===== config.mk =====
export PLATFORM = sky130hd
export DESIGN_NAME = fcl_fuse_loader
export DESIGN_NICKNAME = d
export VERILOG_FILES = /design/src/rtl/fcl_fuse_loader.v
export VERILOG_INCLUDE_DIRS = /design/src /design/src/rtl
export SDC_FILE = /design/constraint.sdc
export NUM_CORES = 1
export LEC_CHECK = 0
export ABC_AREA = 1
export BUFFER_PORTS_ARGS = -buffer_cell sky130_fd_sc_hd__buf_2
export CORE_MARGIN = 4
export CORE_UTILIZATION = 50
export CTS_CLUSTER_SIZE = 10
export DETAILED_ROUTE_END_ITERATION = 8
export GPL_TIMING_DRIVEN = 0
export HOLD_SLACK_MARGIN = 0.06
export PLACE_DENSITY_LB_ADDON = 0.2
export SLEW_MARGIN = 5
export SYNTH_ARGS = -nofsm -noshare
export SYNTH_HDL_FRONTEND = slang
export SYNTH_SLANG_ARGS = --single-unit

===== constraint.sdc =====
create_clock -name clk_in -period 2.2 [get_ports clk_in]
set_input_delay 0.22 -clock clk_in [delete_from_list [all_inputs] [get_ports clk_in]]
set_output_delay 0.22 -clock clk_in [all_outputs]
set_load 0.01 [all_outputs]

===== src/rtl/fcl_map.vh =====
// fuse bank offsets, field positions, default values and start-up timing
// assumes inclusion by the loader only; definitions only
`ifndef FCL_MAP_VH
`define FCL_MAP_VH
`define FCL_OFF_WATCHDOG 4'h0
`define FCL_OFF_BROWNOUT 4'h1
`define FCL_OFF_OSCILLATOR 4'h2
`define FCL_OFF_SYSTEM_A 4'h5
`define FCL_OFF_SYSTEM_B 4'h6
`define FCL_OFF_CODE_BLOCKS 4'h7
`define FCL_OFF_BOOT_BLOCKS 4'h8
`define FCL_OFF_LAST 4'h8
`define FCL_DEF_WATCHDOG 8'h00
`define FCL_DEF_BROWNOUT 8'h00
`define FCL_DEF_OSCILLATOR 8'h00
`define FCL_DEF_SYSTEM_A 8'hC0
`define FCL_DEF_SYSTEM_B 8'h08
`define FCL_DEF_CODE_BLOCKS 8'h00
`define FCL_DEF_BOOT_BLOCKS 8'h00
`define FCL_WD_WINDOW_HI 7
`define FCL_WD_WINDOW_LO 4
`define FCL_WD_PERIOD_HI 3
`define FCL_WD_PERIOD_LO 0
`define FCL_BO_THRESH_HI 7
`define FCL_BO_THRESH_LO 5
`define FCL_BO_RATE_BIT 4
`define FCL_BO_ACTIVE_HI 3
`define FCL_BO_ACTIVE_LO 2
`define FCL_BO_SLEEP_HI 1
`define FCL_BO_SLEEP_LO 0
`define FCL_BO_THRESH_MAX 3'h3
`define FCL_MODE_RESERVED 2'h3
`define FCL_OSC_HI 3
`define FCL_OSC_LO 0
`define FCL_OSC_FAST 4'h0
`define FCL_OSC_SLOW 4'h1
`define FCL_SA_CRC_SOURCE_FIELD_HI 7
`define FCL_SA_CRC_SOURCE_FIELD_LO 6
`define FCL_SA_CRCTYPE_BIT 5
`define FCL_SA_RSTPIN_BIT 3
`define FCL_SA_RETAIN_BIT 0
`define FCL_SB_SUPPLY_HI 4
`define FCL_SB_SUPPLY_LO 3
`define FCL_SB_DELAY_HI 2
`define FCL_SB_DELAY_LO 0
`define FCL_SUPPLY_DUAL 2'h1
`define FCL_SUPPLY_SINGLE 2'h2
`define FCL_CRC_NONE 2'h3
`define FCL_CLK_MHZ 20
`define FCL_DELAY_UNIT_MS 1
`define FCL_DELAY_UNIT_CYCLES (`FCL_DELAY_UNIT_MS * `FCL_CLK_MHZ * 1000)
`endif


===== src/rtl/fcl_fuse_loader.v =====
// fuse configuration loader: reads the fuse bank after reset, waits the
// start-up delay, then copies each field into its target control outputs.
// assumes a synchronous fuse read port (data one cycle after address) on clk_in.
// limitation: an erase seen before the system a read lands uses the default retention bit
// Functional notes
// (RQ1) watchdog fuse bits 7:4 go to the watchdog window field after start-up
// (RQ2) watchdog fuse bits 3:0 go to the watchdog period field after start-up
// (RQ3) brown-out bits 7:5 load the threshold; codes above 3 are reserved
// (RQ4) brown-out bit 4 loads sampling rate: 0 is 128 Hz, 1 is 32 Hz
// (RQ5) active mode: 0 off, 1 continuous, 2 sampled, 3 continuous with wake hold
// (RQ6) sleep mode bits 1:0 load the detector; code 3 is reserved
// (RQ7) oscillator field: 0 fast internal, 1 slow internal, others reserved
// (RQ8) crc source: 0 full flash, 1 boot, 2 boot plus code, 3 skip
// (RQ9) crc type bit: clear gives 16-bit CCITT, set gives 32-bit Ethernet
// (RQ10) reset pin bit: clear plain input, set external reset with pull-up
// (RQ11) chip erase erases eeprom unless retention bit is one
// (RQ12) when locked, chip erase always erases eeprom
// (RQ13) supply mode: 1 dual, 2 single, 0 and 3 reserved
// (RQ14) start-up delay code 0 none, 1 to 7 give 1 to 64 ms
// (RQ15) code size fuse counts boot plus application in 512-byte blocks
// (RQ16) boot size in 512-byte blocks; zero makes all flash boot
// (RQ17) new fuse values take effect only after the next reset
// (RQ18) only the debug port programs fuses; the processor only reads
// (RQ19) fuse programmers write reserved bits as zero
// (RQ20) each fuse is captured once per reset and held until next reset
`timescale 1ns/1ps
`default_nettype none
`include "fcl_map.vh"
module fcl_fuse_loader #(
	parameter DELAY_UNIT_CYCLES = `FCL_DELAY_UNIT_CYCLES,
	parameter FLASH_BLOCKS = 64
) (
	input wire clk_in,
	input wire reset_in,
	output wire [3:0] fuse_addr_out,
	output wire fuse_rd_out,
	input wire [7:0] fuse_data_in,
	input wire chip_erase_in,
	input wire locked_in,
	output reg load_done_out,
	output reg [3:0] wd_window_out,
	output reg [3:0] wd_period_out,
	output reg [2:0] brownout_threshold_out,
	output reg brownout_threshold_reserved_out,
	output reg brownout_sampling_rate_out,
	output reg [1:0] bo_active_mode_out,
	output reg bo_active_wake_hold_out,
	output reg [1:0] bo_sleep_mode_out,
	output reg bo_sleep_reserved_out,
	output reg [3:0] default_clock_source_out,
	output reg clock_source_slow_out,
	output reg clock_source_reserved_out,
	output reg [1:0] crc_source_field_out,
	output reg crc_scan_enable_out,
	output reg crc_type_select_out,
	output reg reset_pin_function_out,
	output reg reset_pin_pullup_out,
	output reg eeprom_erase_out,
	output reg [1:0] supply_mode_field_out,
	output reg supply_reserved_out,
	output reg [2:0] startup_delay_field_out,
	output reg [7:0] code_section_blocks_out,
	output reg [7:0] boot_section_blocks_out,
	output reg boot_whole_flash_out
);
	localparam ST_READ = 3'b001;
	localparam ST_WAIT = 3'b010;
	localparam ST_DONE = 3'b100;

	// delay in ms for a start-up code: 0 gives none, n gives 2^(n-1)
	function [6:0] delay_ms;
		input [2:0] code;
		begin
			if (code == 3'h0) begin
				delay_ms = 7'h00;
			end else begin
				delay_ms = 7'h01 << (code - 3'h1);
			end
		end
	endfunction

	// a two-bit mode field holding its top code
	function mode_is_top;
		input [1:0] mode;
		begin
			mode_is_top = (mode == `FCL_MODE_RESERVED);
		end
	endfunction

	// section size, or the whole flash when the boot size is zero
	function [7:0] blocks_or_flash;
		input [7:0] value;
		input [7:0] boot;
		begin
			if (boot == 8'h00) begin
				blocks_or_flash = FLASH_BLOCKS[7:0];
			end else begin
				blocks_or_flash = value;
			end
		end
	endfunction

	reg [2:0] state_r;
	reg [3:0] addr_r;
	reg rd_pend_r;
	reg [3:0] rd_addr_r;

	// fuse copies, defaults until their read lands
	reg [7:0] wd_r;
	reg [7:0] bo_r;
	reg [7:0] osc_r;
	reg [7:0] sa_r;
	reg [7:0] sb_r;
	reg [7:0] cs_r;
	reg [7:0] bs_r;

	// start-up delay counters
	reg [6:0] ms_left_r;
	reg [31:0] unit_cnt_r;

	// two-stage synchronisers for the erase and lock levels
	reg erase_meta_r;
	reg erase_sync_r;
	reg lock_meta_r;
	reg lock_sync_r;

	assign fuse_addr_out = addr_r;
	assign fuse_rd_out = (state_r == ST_READ) && (addr_r <= `FCL_OFF_LAST);

	// capture pass: each fuse is read exactly once after reset (RQ20)
	always @(posedge clk_in) begin
		if (reset_in) begin
			state_r <= ST_READ;
			addr_r <= 4'h0;
			rd_pend_r <= 1'b0;
			rd_addr_r <= 4'h0;
			wd_r <= `FCL_DEF_WATCHDOG;
			bo_r <= `FCL_DEF_BROWNOUT;
			osc_r <= `FCL_DEF_OSCILLATOR;
			sa_r <= `FCL_DEF_SYSTEM_A;
			sb_r <= `FCL_DEF_SYSTEM_B;
			cs_r <= `FCL_DEF_CODE_BLOCKS;
			bs_r <= `FCL_DEF_BOOT_BLOCKS;
			ms_left_r <= 7'h00;
			unit_cnt_r <= 32'h0;
		end else begin
			rd_pend_r <= fuse_rd_out;
			rd_addr_r <= addr_r;
			if (rd_pend_r) begin
				case (rd_addr_r)
					`FCL_OFF_WATCHDOG: wd_r <= fuse_data_in;
					`FCL_OFF_BROWNOUT: bo_r <= fuse_data_in;
					`FCL_OFF_OSCILLATOR: osc_r <= fuse_data_in;
					`FCL_OFF_SYSTEM_A: sa_r <= fuse_data_in;
					`FCL_OFF_SYSTEM_B: sb_r <= fuse_data_in;
					`FCL_OFF_CODE_BLOCKS: cs_r <= fuse_data_in;
					`FCL_OFF_BOOT_BLOCKS: bs_r <= fuse_data_in;
					default: ;
				endcase
			end
			case (state_r)
				ST_READ: begin
					if (addr_r <= `FCL_OFF_LAST) begin
						addr_r <= addr_r + 4'h1;
					end else if (!rd_pend_r) begin
						// delay code valid once the system b read landed; leaving waits for the last read
						ms_left_r <= delay_ms(sb_r[`FCL_SB_DELAY_HI:`FCL_SB_DELAY_LO]); // RQ14
						unit_cnt_r <= 32'h0;
						state_r <= ST_WAIT;
					end
				end
				ST_WAIT: begin
					// code 0 still spends one cycle here before loading
					if (ms_left_r == 7'h00) begin
						state_r <= ST_DONE;
					end else if (unit_cnt_r == DELAY_UNIT_CYCLES - 1) begin
						unit_cnt_r <= 32'h0;
						ms_left_r <= ms_left_r - 7'h01;
					end else begin
						unit_cnt_r <= unit_cnt_r + 32'h1;
					end
				end
				ST_DONE: begin
					state_r <= ST_DONE;
				end
				default: begin
					state_r <= ST_READ;
				end
			endcase
		end
	end

	// erase request and lock state come from other logic domains
	always @(posedge clk_in) begin
		if (reset_in) begin
			erase_meta_r <= 1'b0;
			erase_sync_r <= 1'b0;
			lock_meta_r <= 1'b0;
			lock_sync_r <= 1'b0;
		end else begin
			erase_meta_r <= chip_erase_in;
			erase_sync_r <= erase_meta_r;
			lock_meta_r <= locked_in;
			lock_sync_r <= lock_meta_r;
		end
	end

	// decoded targets from the fuse copies; the load edge registers all but erase_nxt, which is registered every cycle
	reg [3:0] wd_window_nxt;
	reg [3:0] wd_period_nxt;
	reg [2:0] bo_thresh_nxt;
	reg bo_thresh_res_nxt;
	reg bo_rate_nxt;
	reg [1:0] bo_active_nxt;
	reg bo_wake_nxt;
	reg [1:0] bo_sleep_nxt;
	reg bo_sleep_res_nxt;
	reg [3:0] clk_src_nxt;
	reg clk_slow_nxt;
	reg clk_res_nxt;
	reg [1:0] crc_src_nxt;
	reg crc_en_nxt;
	reg crc_type_nxt;
	reg pin_fn_nxt;
	reg pin_pull_nxt;
	reg [1:0] supply_nxt;
	reg supply_res_nxt;
	reg [2:0] delay_field_nxt;
	reg [7:0] code_blocks_nxt;
	reg [7:0] boot_blocks_nxt;
	reg boot_whole_nxt;
	reg erase_nxt;

	always @* begin
		// watchdog
		wd_window_nxt = wd_r[`FCL_WD_WINDOW_HI:`FCL_WD_WINDOW_LO]; // RQ1
		wd_period_nxt = wd_r[`FCL_WD_PERIOD_HI:`FCL_WD_PERIOD_LO]; // RQ2

		// brown-out detector
		bo_thresh_nxt = bo_r[`FCL_BO_THRESH_HI:`FCL_BO_THRESH_LO]; // RQ3
		bo_thresh_res_nxt = bo_r[`FCL_BO_THRESH_HI:`FCL_BO_THRESH_LO] > `FCL_BO_THRESH_MAX; // RQ3
		bo_rate_nxt = bo_r[`FCL_BO_RATE_BIT]; // RQ4
		bo_active_nxt = bo_r[`FCL_BO_ACTIVE_HI:`FCL_BO_ACTIVE_LO]; // RQ5
		bo_wake_nxt = mode_is_top(bo_r[`FCL_BO_ACTIVE_HI:`FCL_BO_ACTIVE_LO]); // RQ5
		bo_sleep_nxt = bo_r[`FCL_BO_SLEEP_HI:`FCL_BO_SLEEP_LO]; // RQ6
		bo_sleep_res_nxt = mode_is_top(bo_r[`FCL_BO_SLEEP_HI:`FCL_BO_SLEEP_LO]); // RQ6

		// oscillator
		clk_src_nxt = osc_r[`FCL_OSC_HI:`FCL_OSC_LO]; // RQ7
		clk_slow_nxt = osc_r[`FCL_OSC_HI:`FCL_OSC_LO] == `FCL_OSC_SLOW; // RQ7
		clk_res_nxt = osc_r[`FCL_OSC_HI:`FCL_OSC_LO] != `FCL_OSC_FAST &&
			osc_r[`FCL_OSC_HI:`FCL_OSC_LO] != `FCL_OSC_SLOW; // RQ7

		// system fuse a
		crc_src_nxt = sa_r[`FCL_SA_CRC_SOURCE_FIELD_HI:`FCL_SA_CRC_SOURCE_FIELD_LO]; // RQ8
		crc_en_nxt = !mode_is_top(sa_r[`FCL_SA_CRC_SOURCE_FIELD_HI:`FCL_SA_CRC_SOURCE_FIELD_LO]); // RQ8
		crc_type_nxt = sa_r[`FCL_SA_CRCTYPE_BIT]; // RQ9
		pin_fn_nxt = sa_r[`FCL_SA_RSTPIN_BIT]; // RQ10
		pin_pull_nxt = sa_r[`FCL_SA_RSTPIN_BIT]; // RQ10

		// system fuse b
		supply_nxt = sb_r[`FCL_SB_SUPPLY_HI:`FCL_SB_SUPPLY_LO]; // RQ13
		supply_res_nxt = sb_r[`FCL_SB_SUPPLY_HI:`FCL_SB_SUPPLY_LO] != `FCL_SUPPLY_DUAL &&
			sb_r[`FCL_SB_SUPPLY_HI:`FCL_SB_SUPPLY_LO] != `FCL_SUPPLY_SINGLE; // RQ13
		delay_field_nxt = sb_r[`FCL_SB_DELAY_HI:`FCL_SB_DELAY_LO]; // RQ14

		// zero boot size makes every block boot; code size then unused
		boot_whole_nxt = (bs_r == 8'h00); // RQ16
		boot_blocks_nxt = blocks_or_flash(bs_r, bs_r); // RQ16
		code_blocks_nxt = blocks_or_flash(cs_r, bs_r); // RQ15

		// lock overrides the retention bit
		erase_nxt = erase_sync_r && (lock_sync_r || !sa_r[`FCL_SA_RETAIN_BIT]); // RQ11 RQ12
	end

	// targets load once at end of start-up, then freeze until reset (RQ17)
	always @(posedge clk_in) begin
		if (reset_in) begin
			load_done_out <= 1'b0;
			wd_window_out <= 4'h0;
			wd_period_out <= 4'h0;
			brownout_threshold_out <= 3'h0;
			brownout_threshold_reserved_out <= 1'b0;
			brownout_sampling_rate_out <= 1'b0;
			bo_active_mode_out <= 2'h0;
			bo_active_wake_hold_out <= 1'b0;
			bo_sleep_mode_out <= 2'h0;
			bo_sleep_reserved_out <= 1'b0;
			default_clock_source_out <= 4'h0;
			clock_source_slow_out <= 1'b0;
			clock_source_reserved_out <= 1'b0;
			crc_source_field_out <= 2'h0;
			crc_scan_enable_out <= 1'b0;
			crc_type_select_out <= 1'b0;
			reset_pin_function_out <= 1'b0;
			reset_pin_pullup_out <= 1'b0;
			supply_mode_field_out <= 2'h0;
			supply_reserved_out <= 1'b0;
			startup_delay_field_out <= 3'h0;
			code_section_blocks_out <= 8'h00;
			boot_section_blocks_out <= 8'h00;
			boot_whole_flash_out <= 1'b0;
		end else if (state_r == ST_DONE && !load_done_out) begin
			load_done_out <= 1'b1; // RQ20
			wd_window_out <= wd_window_nxt; // RQ1
			wd_period_out <= wd_period_nxt; // RQ2
			brownout_threshold_out <= bo_thresh_nxt; // RQ3
			brownout_threshold_reserved_out <= bo_thresh_res_nxt; // RQ3
			brownout_sampling_rate_out <= bo_rate_nxt; // RQ4
			bo_active_mode_out <= bo_active_nxt; // RQ5
			bo_active_wake_hold_out <= bo_wake_nxt; // RQ5
			bo_sleep_mode_out <= bo_sleep_nxt; // RQ6
			bo_sleep_reserved_out <= bo_sleep_res_nxt; // RQ6
			default_clock_source_out <= clk_src_nxt; // RQ7
			clock_source_slow_out <= clk_slow_nxt; // RQ7
			clock_source_reserved_out <= clk_res_nxt; // RQ7
			crc_source_field_out <= crc_src_nxt; // RQ8
			crc_scan_enable_out <= crc_en_nxt; // RQ8
			crc_type_select_out <= crc_type_nxt; // RQ9
			reset_pin_function_out <= pin_fn_nxt; // RQ10
			reset_pin_pullup_out <= pin_pull_nxt; // RQ10
			supply_mode_field_out <= supply_nxt; // RQ13
			supply_reserved_out <= supply_res_nxt; // RQ13
			startup_delay_field_out <= delay_field_nxt; // RQ14
			boot_whole_flash_out <= boot_whole_nxt; // RQ16
			boot_section_blocks_out <= boot_blocks_nxt; // RQ16
			code_section_blocks_out <= code_blocks_nxt; // RQ15
		end
	end

	// erase decision uses the retention bit in sa_r, the default until the system a read lands; lock overrides
	always @(posedge clk_in) begin
		if (reset_in) begin
			eeprom_erase_out <= 1'b0;
		end else begin
			eeprom_erase_out <= erase_nxt; // RQ11 RQ12
		end
	end
endmodule
`default_nettype wire


* After elaboration in Yosys (flattened, before gate mapping)
Index checks and enable logic that the tools add are counted.
** Word-level totals
- Output and inout bits :: 61
- Logic and storage cells :: 113
- Input bits :: 12
- Register bits :: 159
** Operators by class
- $lt $le $gt $ge :: 2
- Equal/unequal tests :: 22
- Add/subtract/negate cells :: 4
- Shift operators :: 1
- Mux-type cells :: 17
- Reductions and logical operators :: 26
** Operators with widths (number)
- two-way mux 32 bit :: 4
- one-hot mux 32 bit (2 select lines) :: 1
- two-way mux 7 bit :: 5
- adder 32 x 1 -> 32 bit (second input constant) :: 1
- equality test 32 x 15 -> 1 bit (second input constant) :: 1
- two-way mux 8 bit :: 2
- AND reduction 2 bit :: 8
- one-hot mux 7 bit (2 select lines) :: 1
- equality test 4 x 3 -> 1 bit (second input constant) :: 3
- inequality test 2 bit (second input constant) :: 6
- two-way mux 3 bit :: 3
- one-hot mux 3 bit (3 select lines) :: 1
- equality test 4 x 1 -> 1 bit (second input constant) :: 2
- zero test 8 bit :: 1
- zero test 7 bit :: 1
- left shift 1 x 3 -> 7 bit (first input constant) :: 1
- subtractor 7 x 1 -> 7 bit (second input constant) :: 1
- equality test 2 bit (second input constant) :: 3
- logical AND 1 bit :: 5
- AND reduction 5 bit :: 1
- adder 4 x 1 -> 4 bit (second input constant) :: 1
- equality test 4 x 2 -> 1 bit (second input constant) :: 1
- equality test 4 bit (second input constant) :: 1
- less-or-equal comparator 4 bit (second input constant) :: 1
- other kinds (15) :: 17

* Longest topological paths before layout
Gate-level depths: netlist of run 1.
- Word-level depth :: 6
- Depth in mapped cells :: 13
- Mapped depth without buffers :: 11

* Worst setup path after synthesis of run 1
OpenSTA, ideal clock, no wires.
- Path type :: flip-flop to flip-flop
- Start point :: reg unit_cnt_r[0]
- End point :: reg ms_left_r[2]
- Clock period less this slack :: 1.655 ns
- Data required time :: 2.088 ns
- Setup time :: 0.112 ns
- Arrival :: 1.544 ns
- Stages on the path, launching flop included :: 13
- Setup slack :: 0.545 ns
- Buffers on the path :: 2
- Path through :: dfxtp_1 ha_1 nand2_2 nor2_4 nand3_2 nor2_1 nand2_1 nand2_4 nand2_4 buf_6 buf_6 nor2_2 nor2_1
** On the way
- Cells in the longest elaborated chain, start to end :: 3
** Ends and longest elaborated chain
- from (decl) :: line fcl_fuse_loader.v:119 : reg [31:0] unit_cnt_r;
- from (signal assigned) :: line fcl_fuse_loader.v:180 : unit_cnt_r <= unit_cnt_r + 32'h1;
- equality test 32 x 15 -> 1 bit :: line fcl_fuse_loader.v:176 : end else if (unit_cnt_r == DELAY_UNIT_CYCLES - 1) begin
- inequality test 2 bit (no source line)
- AND reduction 5 bit (no source line)
- to (signal assigned) :: line fcl_fuse_loader.v:167 : ms_left_r <= delay_ms(sb_r[`FCL_SB_DELAY_HI:`FCL_SB_DELAY_LO]);
- to (signal assigned) :: line fcl_fuse_loader.v:178 : ms_left_r <= ms_left_r - 7'h01;
- to (decl) :: line fcl_fuse_loader.v:118 : reg [6:0] ms_left_r;
Every way passes these cells.
A chain may end at the register's enable or synchronous reset.

* Worst setup path after layout of run 1
- Start point :: reg unit_cnt_r[0]
- End point :: reg unit_cnt_r[30]
** On the way
- Cells in the longest elaborated chain, start to end :: 4
- Elaborated cells between the ends (all ways) :: 5
- Those cells by class :: add/sub: 1; eq/ne: 1; mux: 3
** Ends and longest elaborated chain
- adder 32 x 1 -> 32 bit / equality test 32 x 15 -> 1 bit (equally long branches) :: line fcl_fuse_loader.v:180, fcl_fuse_loader.v:176
- two-way mux 32 bit (*) :: line fcl_fuse_loader.v:176
- two-way mux 32 bit (*) :: line fcl_fuse_loader.v:174 : if (ms_left_r == 7'h00) begin
- one-hot mux 32 bit (2 select lines) (*) :: line fcl_fuse_loader.v:161 : case (state_r)
Mark *: on every way between the ends. The rest lies on a longest branch, timed or not. The select of a mux whose other input is x is not followed.

==> reports/qor.csv, run 1 <==
stage;metric;value;unit
sta;rsz0062_at_grt;no;
clocking;cts_tree;done;
die;die_h;125;microns
power;p_sw;1.42;mW
sta;max_slew_margin;42.9;%
worst_setup_path;arrival;2.33;ns
worst_setup_path;path_buf_inv;1;
global_route;grt_pass1_wl;29.6;mm
clocking;clk_latency;0.43;ns
die;core_area;13300;sq um
route;drtPass1Iterations;5;
finish;fillerInstances;1239;
route;drt.antenna.violating_nets;0;
worst_setup_path;cpPeakStageDelay;0.39;ns
route;drc;0;
clocking;cts_root_buffer;clkbuf_16;
power;switching_share;24.1;%
worst_setup_path;crit_family;simple AND/OR/NAND/NOR gates;
place;placed_area;7380;sq um
global_route;grt_use_total;23.4;%
place;gp_congestion;0.900;
global_route;grt_use_met1;33.7;%
logic_synthesis;ys.flop_type;dfxtp_1;
place;port-buffer-count;72;
logic_synthesis;synth.distinct_cells;34;
logic_synthesis;syn_inst;970;
sta;worst_pin_slew;0.851;ns
finish;stdcell_area;7960;sq um
sta;fin_setup_tns;0;ns
sta;max_freq;0.496;GHz
worst_setup_path;path_depth;11;
hold_path;whs_path_depth;3;
sta;final_max_slew_viol_count;0;
worst_setup_path;end_kind;register;
logic_synthesis;synth_common_cells;nand2_1, nor2_1, dfxtp_1;
worst_setup_path;reg2reg_slack;0.18;ns
logic_synthesis;avgSynthCellArea;7.01;sq um
die;ios;73;
route;first_iter_violations;515;
finish;final_nets;1082;
logic_synthesis;synth_top_area_cell;dfxtp_1;
die;start_util;51.2;%
finish;utilization;59.9;%
worst_setup_path;r2r_cells;11;
sta;hold_viol_final;0;
clocking;cts.path.max_buffers;2;
logic_synthesis;synth_top_area_share;45.9;%
global_route;use_met3;4.93;%
route;vias;6486;
logic_synthesis;async_flop_share;0;%
logic_synthesis;synth-seq-area-share;45.9;%
power;cellPowerDensity;738;nW/um^2
power;p_int;4.46;mW
power;p_total;5.88;mW
hold_path;min-delay-start;fuse_data_in[6];
logic_synthesis;synth-simple-area-share;30.7;%
flow_run;maxCapViolCount;0;
logic_synthesis;synth_compound_area_share;12.7;%
global_route;grt_pass1_vias;5949;
route;wl_per_cell;14.5;microns
place;hpwl;12.9;mm
power;p_comb_share;4.4;%
power;power_frac_clock;46.1;%
global_route;antenna_found_initial;0;
logic_synthesis;synthesis.nets;988;
global_route;overflow;0;
worst_setup_path;required;2.52;ns
worst_setup_path;crit_chain;ha_2 > nand2_2 > nor2_4 > nand3_2 > nor2_1 > nand2_1 > nand2_4 > nand2_4 > nand2_2 > buf_4 > nor2_1;
clocking;numClockSinks;156;
finish;synthToLayoutAreaGrowth;17.0;%
route;drt_wl_total;18.1;mm
logic_synthesis;synthXorXnorAreaFrac;0.515;%
sta;setup_viol;0;
hold_path;hp-class;in2reg;
logic_synthesis;ys_ff_latch;156;
logic_synthesis;synth_area_leaders;dfxtp_1, nand2_1, nor2_1;
clocking;cts_max_level;4;
logic_synthesis;synth_fa_ha_area_share;1.10;%
worst_setup_path;critical-path-slowest-cell;dfxtp_1;
hold_path;whs_endpoint;sa_r[6];
global_route;grt_start_max_net_pins;17;
worst_setup_path;cp-start-kind;register;
sta;post-route-period-util;91.6;%
sta;holdWs;0.130;ns
power;vdd_ir_drop_max;617;uV
route;post_drt_via_cell_ratio;5.18;
logic_synthesis;synth_edf_count;0;
global_route;grt.met2_usage;35.1;%
logic_synthesis;netlist_area;6800;sq um
finish;layout-drive-gt1-share;13.4;%
die;die-width;125;microns
run_status;status;complete, no violations;
logic_synthesis;yosysMostFrequentCell;nand2_1;
power;sequentialPowerShare;49.5;%
worst_setup_path;worstSetupPathType;reg2reg;
clocking;clkTransAtPathRegs;0.06;ns
worst_setup_path;critPathMaxFanout;10;
finish;num_antenna_cells;0;
power;p_leak;3.41;nW
global_route;busiest_layer;met2;
worst_setup_path;rr_endpoint;unit_cnt_r[30];
clocking;cts_buffers;17;
sta;skew;0.00667;ns
sta;fin_crit;2.02;ns
logic_synthesis;synthMuxAreaShare;0;%
die;rows;42;
worst_setup_path;worstReg2RegStart;unit_cnt_r[0];
logic_synthesis;synth_top_family_by_area;simple AND/OR/NAND/NOR gates;
die;fp.dieArea;15500;sq um
logic_synthesis;ys_warn_count;0;
==> cell families after synthesis <==
kind of cell,count (synthesis)
adders and majority gates,6
and+or+nand+nor,487
xor gates and xnor gates,4
buffers and inverters,148
AOI/OAI and AO/OA,169
DFF,156
==> final cells by class <==
cell class	count	area, sq um	area share (%)
clock inverter	12	88.8	1.12
clock buffer	20	457	5.74
sequential	156	3120	39.2
inverter	109	409	5.14
buffer	39	204	2.56
tap	176	220	2.77
timing repair buffer	75	390	4.90
multi-input combinational	666	3070	38.6
==> layer usage <==
layer / wire length [microns] / up-vias / share of wire [%]
li1: - / 3313 / -
met1: 8750 / 2957 / 48
met2: 7860 / 187 / 43
met3: 1180 / 29 / 6.5
met4: 336 / 0 / 1.9
met5: 0 / - / 0
==> worst min-delay path: stages <==
cell and delay (ns):
buf_2 0.17, nand2_1 0.07, nand3_1 0.07
==> per-stage QoR <==
step                setup slack (ns)  cells
finish                         0.184   1253
global route                  0.0401   1253
CTS                            0.188   1253
detailed placement             0.216   1218
global placement               0.204   1218
floorplan                      0.545    970
==> power groups by stage <==
stage	Clock, mW	Sequential [mW]	Combinational (mW)
after detailed placement	0	2.97	0.248
after CTS	2.74	2.91	0.256
after floorplan	0	2.97	0.151
after global placement	0	2.97	0.245
final	2.71	2.91	0.256
after global routing	2.85	2.92	0.290
==> cell usage in the layout, fill, tap and decap left out, types with 7 or more instances in the layout <==
cell / n
a21oi_1: 87
inv_1: 107
nor3_1: 7
nand4_1: 29
clkbuf_16: 17
o21ai_0: 73
nand3_1: 66
nand2_1: 187
nor2_1: 172
buf_2: 79
dfxtp_1: 156
clkbuf_1: 22
==> how the worst max path moves through the flow <==
stage                             start        endpoint  slack [ns]
after floorplan           unit_cnt_r[0]    ms_left_r[2]        0.54
after global placement    unit_cnt_r[0]  unit_cnt_r[29]        0.20
after detailed placement  unit_cnt_r[0]  unit_cnt_r[23]        0.22
after CTS                 unit_cnt_r[0]  unit_cnt_r[29]        0.19
after global routing      unit_cnt_r[0]   unit_cnt_r[1]        0.04
final                     unit_cnt_r[0]  unit_cnt_r[30]        0.18
==> repair_timing <==
item / CTS / global route
setup buffers: 0 / 0
gates resized for setup: 0 / 1
endpoints found under the hold margin: 3 / 0
hold buffers: 3 / 0
setup endpoints to repair: 0 / 10
==> registers in the layout (all words and copies together) (netlist names), 4 cells and up <==
register                  count
blocks_or_flash.boot          8
blocks_or_flash.value         8
bo_r                          8
boot_section_blocks_out       8
code_section_blocks_out       8
default_clock_source_out      4
fuse_addr_out                 4
ms_left_r                     7
osc_r                         4
rd_addr_r                     4
sa_r                          5
sb_r                          5
unit_cnt_r                   32
wd_period_out                 4
wd_r                          8
wd_window_out                 4
(Power assumes the default switching activity.)
==> run 2, diff against run 1 <==
Settings changed: PLACE_DENSITY from default to 0.7, PLACE_DENSITY_LB_ADDON 0.2 to default.
==> run 2 against run 1 <==
  * Via count increased by 0.62%
  * Total power increased by 4.5%
  * Register-to-register slack about the same
  * Final area increased by 0.53%
  * Hold slack about the same
  * Routed wire length increased by 1.2%
  * Critical path type unchanged
  * Die area unchanged
  * Highest routed layer unchanged
  * Sequential power about the same
==> reports/qor.csv, run 2 (synthesized netlist as in run 1, its figures left out) <==
stage;metric;value;unit;change
run_status;status;complete, no violations;;
power;cellPowerDensity;767;nW/um^2;+3.9%
finish;num_antenna_cells;0;;unchanged
global_route;grt_pass1_wl;29.9;mm;+1.1%
global_route;grt_start_max_net_pins;17;;unchanged
worst_setup_path;arrival;2.35;ns;+0.02 ns
place;hpwl;13.1;mm;+1.5%
die;fp.dieArea;15500;sq um;unchanged
route;drc;0;;unchanged
sta;max_slew_margin;42.0;%;-0.86 points
clocking;clkTransAtPathRegs;0.06;ns;about the same
finish;fillerInstances;1266;;+2.2%
clocking;cts.path.max_buffers;2;;unchanged
finish;final_nets;1082;;unchanged
finish;most-common-layout-cells;nand2_1, nor2_1, dfxtp_1, inv_1, a21oi_1;;
clocking;cts_max_level;4;;unchanged
die;rows;42;;unchanged
finish;utilization;60.2;%;+0.32 points
clocking;cts_tree;done;;
worst_setup_path;critPathMaxFanout;10;;unchanged
clocking;clk_latency;0.43;ns;about the same
global_route;antenna_found_initial;0;;unchanged
worst_setup_path;end_kind;register;;
clocking;post-cts-setup-buffers;0;;unchanged
route;vias;6526;;+0.62%
power;p_leak;3.45;nW;+0.98%
route;first_iter_violations;645;;+25%
finish;top_register;unit_cnt_r;;
die;die_h;125;microns;unchanged
place;gp_congestion;0.873;;-3.0%
finish;largest_reg_flops;32;;unchanged
sta;fin_crit;2.03;ns;+0.0141 ns
global_route;grt_pass1_vias;5974;;+0.42%
sta;fin_setup_tns;0;ns;unchanged
flow_run;maxCapViolCount;0;;unchanged
route;wl_per_cell;14.7;microns;+1.3%
power;vdd_ir_drop_max;551;uV;-11%
route;drtPass1Iterations;5;;unchanged
worst_setup_path;worstSetupPathType;reg2reg;;
route;post_drt_via_cell_ratio;5.22;;+0.78%
worst_setup_path;r2r_cells;11;;unchanged
clocking;cts_buffers;17;;unchanged
sta;final_max_slew_viol_count;0;;unchanged
sta;skew;0.00913;ns;+0.00246 ns
finish;register_area;3120;sq um;unchanged
sta;rsz0062_at_grt;no;;
clocking;numClockSinks;156;;unchanged
hold_path;hp-class;in2reg;;
finish;synthToLayoutAreaGrowth;17.7;%;
global_route;overflow;0;;unchanged
place;port-buffer-count;72;;unchanged
sta;setup_viol;0;;unchanged
sta;worst_pin_slew;0.863;ns;+0.0128 ns
sta;post-route-period-util;92.3;%;+0.64 points
worst_setup_path;reg2reg_slack;0.17;ns;about the same
route;drt.antenna.violating_nets;0;;unchanged
route;drt_wl_total;18.3;mm;+1.2%
die;die-width;125;microns;unchanged
global_route;grt_use_total;23.9;%;+0.44 points
worst_setup_path;required;2.52;ns;about the same
finish;mostFrequentLayoutCell;nand2_1;;
finish;multiInputGateArea;3070;sq um;unchanged
clocking;cts_root_buffer;clkbuf_16;;
sta;max_freq;0.493;GHz;-0.69%
die;core_area;13300;sq um;unchanged
hold_path;whs_path_depth;3;;unchanged
sta;hold_viol_final;0;;unchanged
die;ios;73;;unchanged
die;start_util;51.2;%;unchanged
worst_setup_path;cp-start-kind;register;;
finish;layout-drive-gt1-share;13.2;%;-0.16 points
[run 2: cell types whose count changed in the layout (fill, tap and decap cells not counted), sizes merged]
| cell | previous run | this run |
|---|---|---|
| bufinv | 0 | 3 |
| inv | 112 | 110 |
| clkinv | 5 | 7 |
| clkinvlp | 4 | 0 |
| clkbuf | 41 | 40 |
[run 2: worst max-delay path, cell delays in order (launching register included)]
cell     delay, ns
dfxtp_1       0.40
ha_2          0.27
nand2_2       0.08
nor2_4        0.20
nand3_2       0.08
nor2_1        0.11
nand2_1       0.10
nand2_4       0.11
nand2_4       0.06
nand2_2       0.19
buf_4         0.24
nor2_1        0.07
[run 2: final timing paths]
kind | from | to
min reg2reg | erase_meta_r | erase_sync_r
max reg2reg | unit_cnt_r[0] | unit_cnt_r[25]
min | fuse_data_in[7] | sa_r[7]
max | unit_cnt_r[0] | unit_cnt_r[25]
[run 2: what timing repair did]
action	4_1_cts	5_1_grt
hold buffers	3	0
setup endpoints to repair	0	9
gates resized for setup	0	1
endpoints found under the hold margin	3	0
[run 2: final cells by class]
cell class	count	area share, %
buffer	39	2.55
tap	176	2.75
clock buffer	19	5.53
timing repair buffer	75	4.88
sequential	156	39.0
inverter	109	5.11
multi-input combinational	666	38.4
clock inverter	11	1.81
[run 2: routing by layer]
layer / up-vias / track usage (%) / share of wire, %
li1: 3306 / - / -
met1: 2999 / 34.0 / 49
met2: 200 / 36.6 / 44
met3: 21 / 5.19 / 6.2
met4: 0 / 6.58 / 1.2
met5: - / 0 / 0
[run 2: where the power goes]
part | internal [mW] | switching (mW) | total [mW]
clock network | 1.80 | 1.17 | 2.97
registers | 2.88 | 0.0344 | 2.92
logic | 0.0743 | 0.183 | 0.257
total | 4.76 | 1.39 | 6.14
[run 2: through the flow]
stage | std cells | setup slack (ns) | cell area, sq um | hold slack, ns | power (mW)
after floorplan | 970 | 0.545 | 6800 | 0.305 | 3.12
after global placement | 1218 | 0.199 | 7380 | 0.394 | 3.22
after detailed placement | 1218 | 0.173 | 7380 | 0.395 | 3.22
after CTS | 1251 | 0.146 | 8000 | 0.115 | 6.16
after global routing | 1251 | 0.0177 | 8010 | 0.125 | 6.33
final | 1251 | 0.170 | 8010 | 0.129 | 6.14
==> run 3, diff against run 2 <==
Settings changed: BUFFER_PORTS_ARGS -buffer_cell sky130_fd_sc_hd__buf_2 to -buffer_cell sky130_fd_sc_hd__buf_4, PLACE_DENSITY 0.7 to default, PLACE_DENSITY_LB_ADDON from default to 0.05.
==> run 3 against run 2 <==
  * Routed wire length about the same
  * Hold slack lost 0.048 ns
  * Sequential share of layout area fell by 1.1 points
  * Cell count is the same
  * Worst setup slack improved by 0.015 ns
  * Total power rose by 2.7%
  * Maximum frequency rose by 0.76%
  * Critical path depth unchanged
  * Critical path type unchanged
==> reports/qor.csv, run 3 (synthesized netlist as in run 1, its figures left out) <==
stage;metric;value;unit;change
run_status;status;complete, no violations;;
finish;synthToLayoutAreaGrowth;20.9;%;
global_route;grt_pass1_vias;5783;;-3.2%
sta;max_slew_margin;40.5;%;-1.5 points
sta;hold_viol_final;0;;unchanged
global_route;overflow;0;;unchanged
route;drtPass1Iterations;5;;unchanged
route;wl_per_cell;14.7;microns;about the same
die;core_area;13300;sq um;unchanged
sta;fin_setup_tns;0;ns;unchanged
route;drt_wl_total;18.3;mm;about the same
worst_setup_path;crit_chain;ha_2 > nand2_2 > nor2_4 > nand3_2 > nor2_1 > nand2_1 > nand2_4 > nand2_4 > nand2_2 > buf_4 > nor2_1;;
sta;setup_viol;0;;unchanged
worst_setup_path;cpPeakStageDelay;0.39;ns;about the same
clocking;clk_latency;0.42;ns;about the same
power;p_leak;3.46;nW;+0.46%
power;vdd_ir_drop_max;772;uV;+40%
clocking;cts_buffers;17;;unchanged
flow_run;maxCapViolCount;0;;unchanged
worst_setup_path;path_buf_inv;1;;unchanged
clocking;cts.path.max_buffers;2;;unchanged
finish;largest_reg_flops;32;;unchanged
clocking;clkTransAtPathRegs;0.06;ns;about the same
clocking;cts_max_level;4;;unchanged
finish;most-common-layout-cells;nand2_1, nor2_1, dfxtp_1, inv_1, a21oi_1;;
hold_path;hp-class;in2reg;;
clocking;cts_root_buffer;clkbuf_16;;
place;port-buffer-count;72;;unchanged
worst_setup_path;required;2.51;ns;about the same
worst_setup_path;worstSetupPathType;reg2reg;;
global_route;antenna_found_initial;0;;unchanged
global_route;use_met3;4.29;%;-0.90 points
worst_setup_path;end_kind;register;;
global_route;busiest_layer;met1;;
die;rows;42;;unchanged
sta;final_max_slew_viol_count;0;;unchanged
route;first_iter_violations;514;;-20%
die;die_h;125;microns;unchanged
global_route;grt_use_total;23.7;%;-0.13 points
sta;holdWs;0.0815;ns;-0.0477 ns
clocking;cts_tree;done;;
finish;num_antenna_cells;0;;unchanged
sta;fin_crit;2.01;ns;-0.0153 ns
global_route;grt_start_max_net_pins;17;;unchanged
route;vias;6459;;-1.0%
finish;mostFrequentLayoutCell;nand2_1;;
sta;rsz0062_at_grt;no;;
finish;layout-drive-gt1-share;13.3;%;+0.093 points
die;ios;73;;unchanged
worst_setup_path;crit_family;simple AND/OR/NAND/NOR gates;;
die;fp.dieArea;15500;sq um;unchanged
worst_setup_path;cp-start-kind;register;;
sta;skew;0.00611;ns;-0.00301 ns
worst_setup_path;arrival;2.32;ns;-0.03 ns
global_route;grt_pass1_wl;29.8;mm;-0.37%
route;post_drt_via_cell_ratio;5.16;;-1.0%
finish;top_register;unit_cnt_r;;
power;cellPowerDensity;767;nW/um^2;about the same
place;gp_congestion;0.904;;+3.6%
worst_setup_path;critPathMaxFanout;10;;unchanged
global_route;grt_use_met1;35.6;%;+1.6 points
clocking;numClockSinks;156;;unchanged
sta;max_freq;0.496;GHz;+0.76%
global_route;grt.met2_usage;34.4;%;-2.2 points
finish;final_nets;1082;;unchanged
power;p_total;6.31;mW;+2.7%
route;drc;0;;unchanged
route;drt.antenna.violating_nets;0;;unchanged
die;die-width;125;microns;unchanged
sta;post-route-period-util;91.6;%;-0.69 points
die;start_util;51.2;%;unchanged
clocking;post-cts-setup-buffers;0;;unchanged
worst_setup_path;critical-path-slowest-cell;dfxtp_1;;
sta;worst_pin_slew;0.886;ns;+0.0227 ns
place;hpwl;13.2;mm;+0.64%
run 3: changes by cell type in the layout (fill, tap and decap cells not counted), sizes merged:
| cell | previous run | this run |
|---|---|---|
| bufinv | 3 | 4 |
| clkbuf | 40 | 41 |
| clkinv | 7 | 3 |
| clkinvlp | 0 | 2 |
run 3: power breakdown:
part	switching (mW)	internal [mW]	total (mW)
Combinational	0.183	0.0852	0.269
Sequential	0.0343	2.88	2.92
Clock	1.14	1.98	3.12
Total	1.36	4.94	6.31
run 3: path summary, 6_finish.rpt:
path              depth (start not counted)             end  slack, ns       startpoint
setup / recovery                         11  unit_cnt_r[26]       0.19    unit_cnt_r[0]
hold / removal                            3         sa_r[6]       0.08  fuse_data_in[6]
setup reg to reg                         11  unit_cnt_r[26]       0.19    unit_cnt_r[0]
hold reg to reg                           2    erase_sync_r       0.41     erase_meta_r
run 3: layout make-up:
cell class | count | area (sq um)
fillers | 1276 | 5070
flip-flops and latches | 156 | 3120
multi-input cells | 666 | 3070
repair buffers | 75 | 571
clock buffers | 20 | 467
inverters | 109 | 409
well taps | 176 | 220
plain buffers | 39 | 204
clock inverters | 10 | 163
run 3: worst register-to-register path, stage by stage (launching register included):
cell	delay, ns
dfxtp_1	0.39
ha_2	0.26
nand2_2	0.08
nor2_4	0.20
nand3_2	0.09
nor2_1	0.10
nand2_1	0.10
nand2_4	0.12
nand2_4	0.06
nand2_2	0.19
buf_4	0.24
nor2_1	0.07
run 3: through the flow:
step | instances | utilization, % | worst slack (ns) | cell area [sq um]
final | 1251 | 61.9 | 0.186 | 8230
after detailed placement | 1218 | 56.9 | 0.177 | 7560
after global placement | 1218 | 56.9 | 0.191 | 7560
after CTS | 1251 | 61.9 | 0.155 | 8220
after global routing | 1251 | 61.9 | 0.00936 | 8230
after floorplan | 970 | - | 0.545 | 6800
run 3: layer usage:
metal	vias to the layer above	routed length [microns]
met1	2936	8990
li1	3316	-
met5	-	0
met2	185	7910
met4	0	284
met3	22	1160
run 3: repair_timing:
item	in CTS	in global routing
resized for setup	0	1
endpoints found under the hold margin	3	0
hold buffers	3	0
endpoints found under the setup margin	0	10
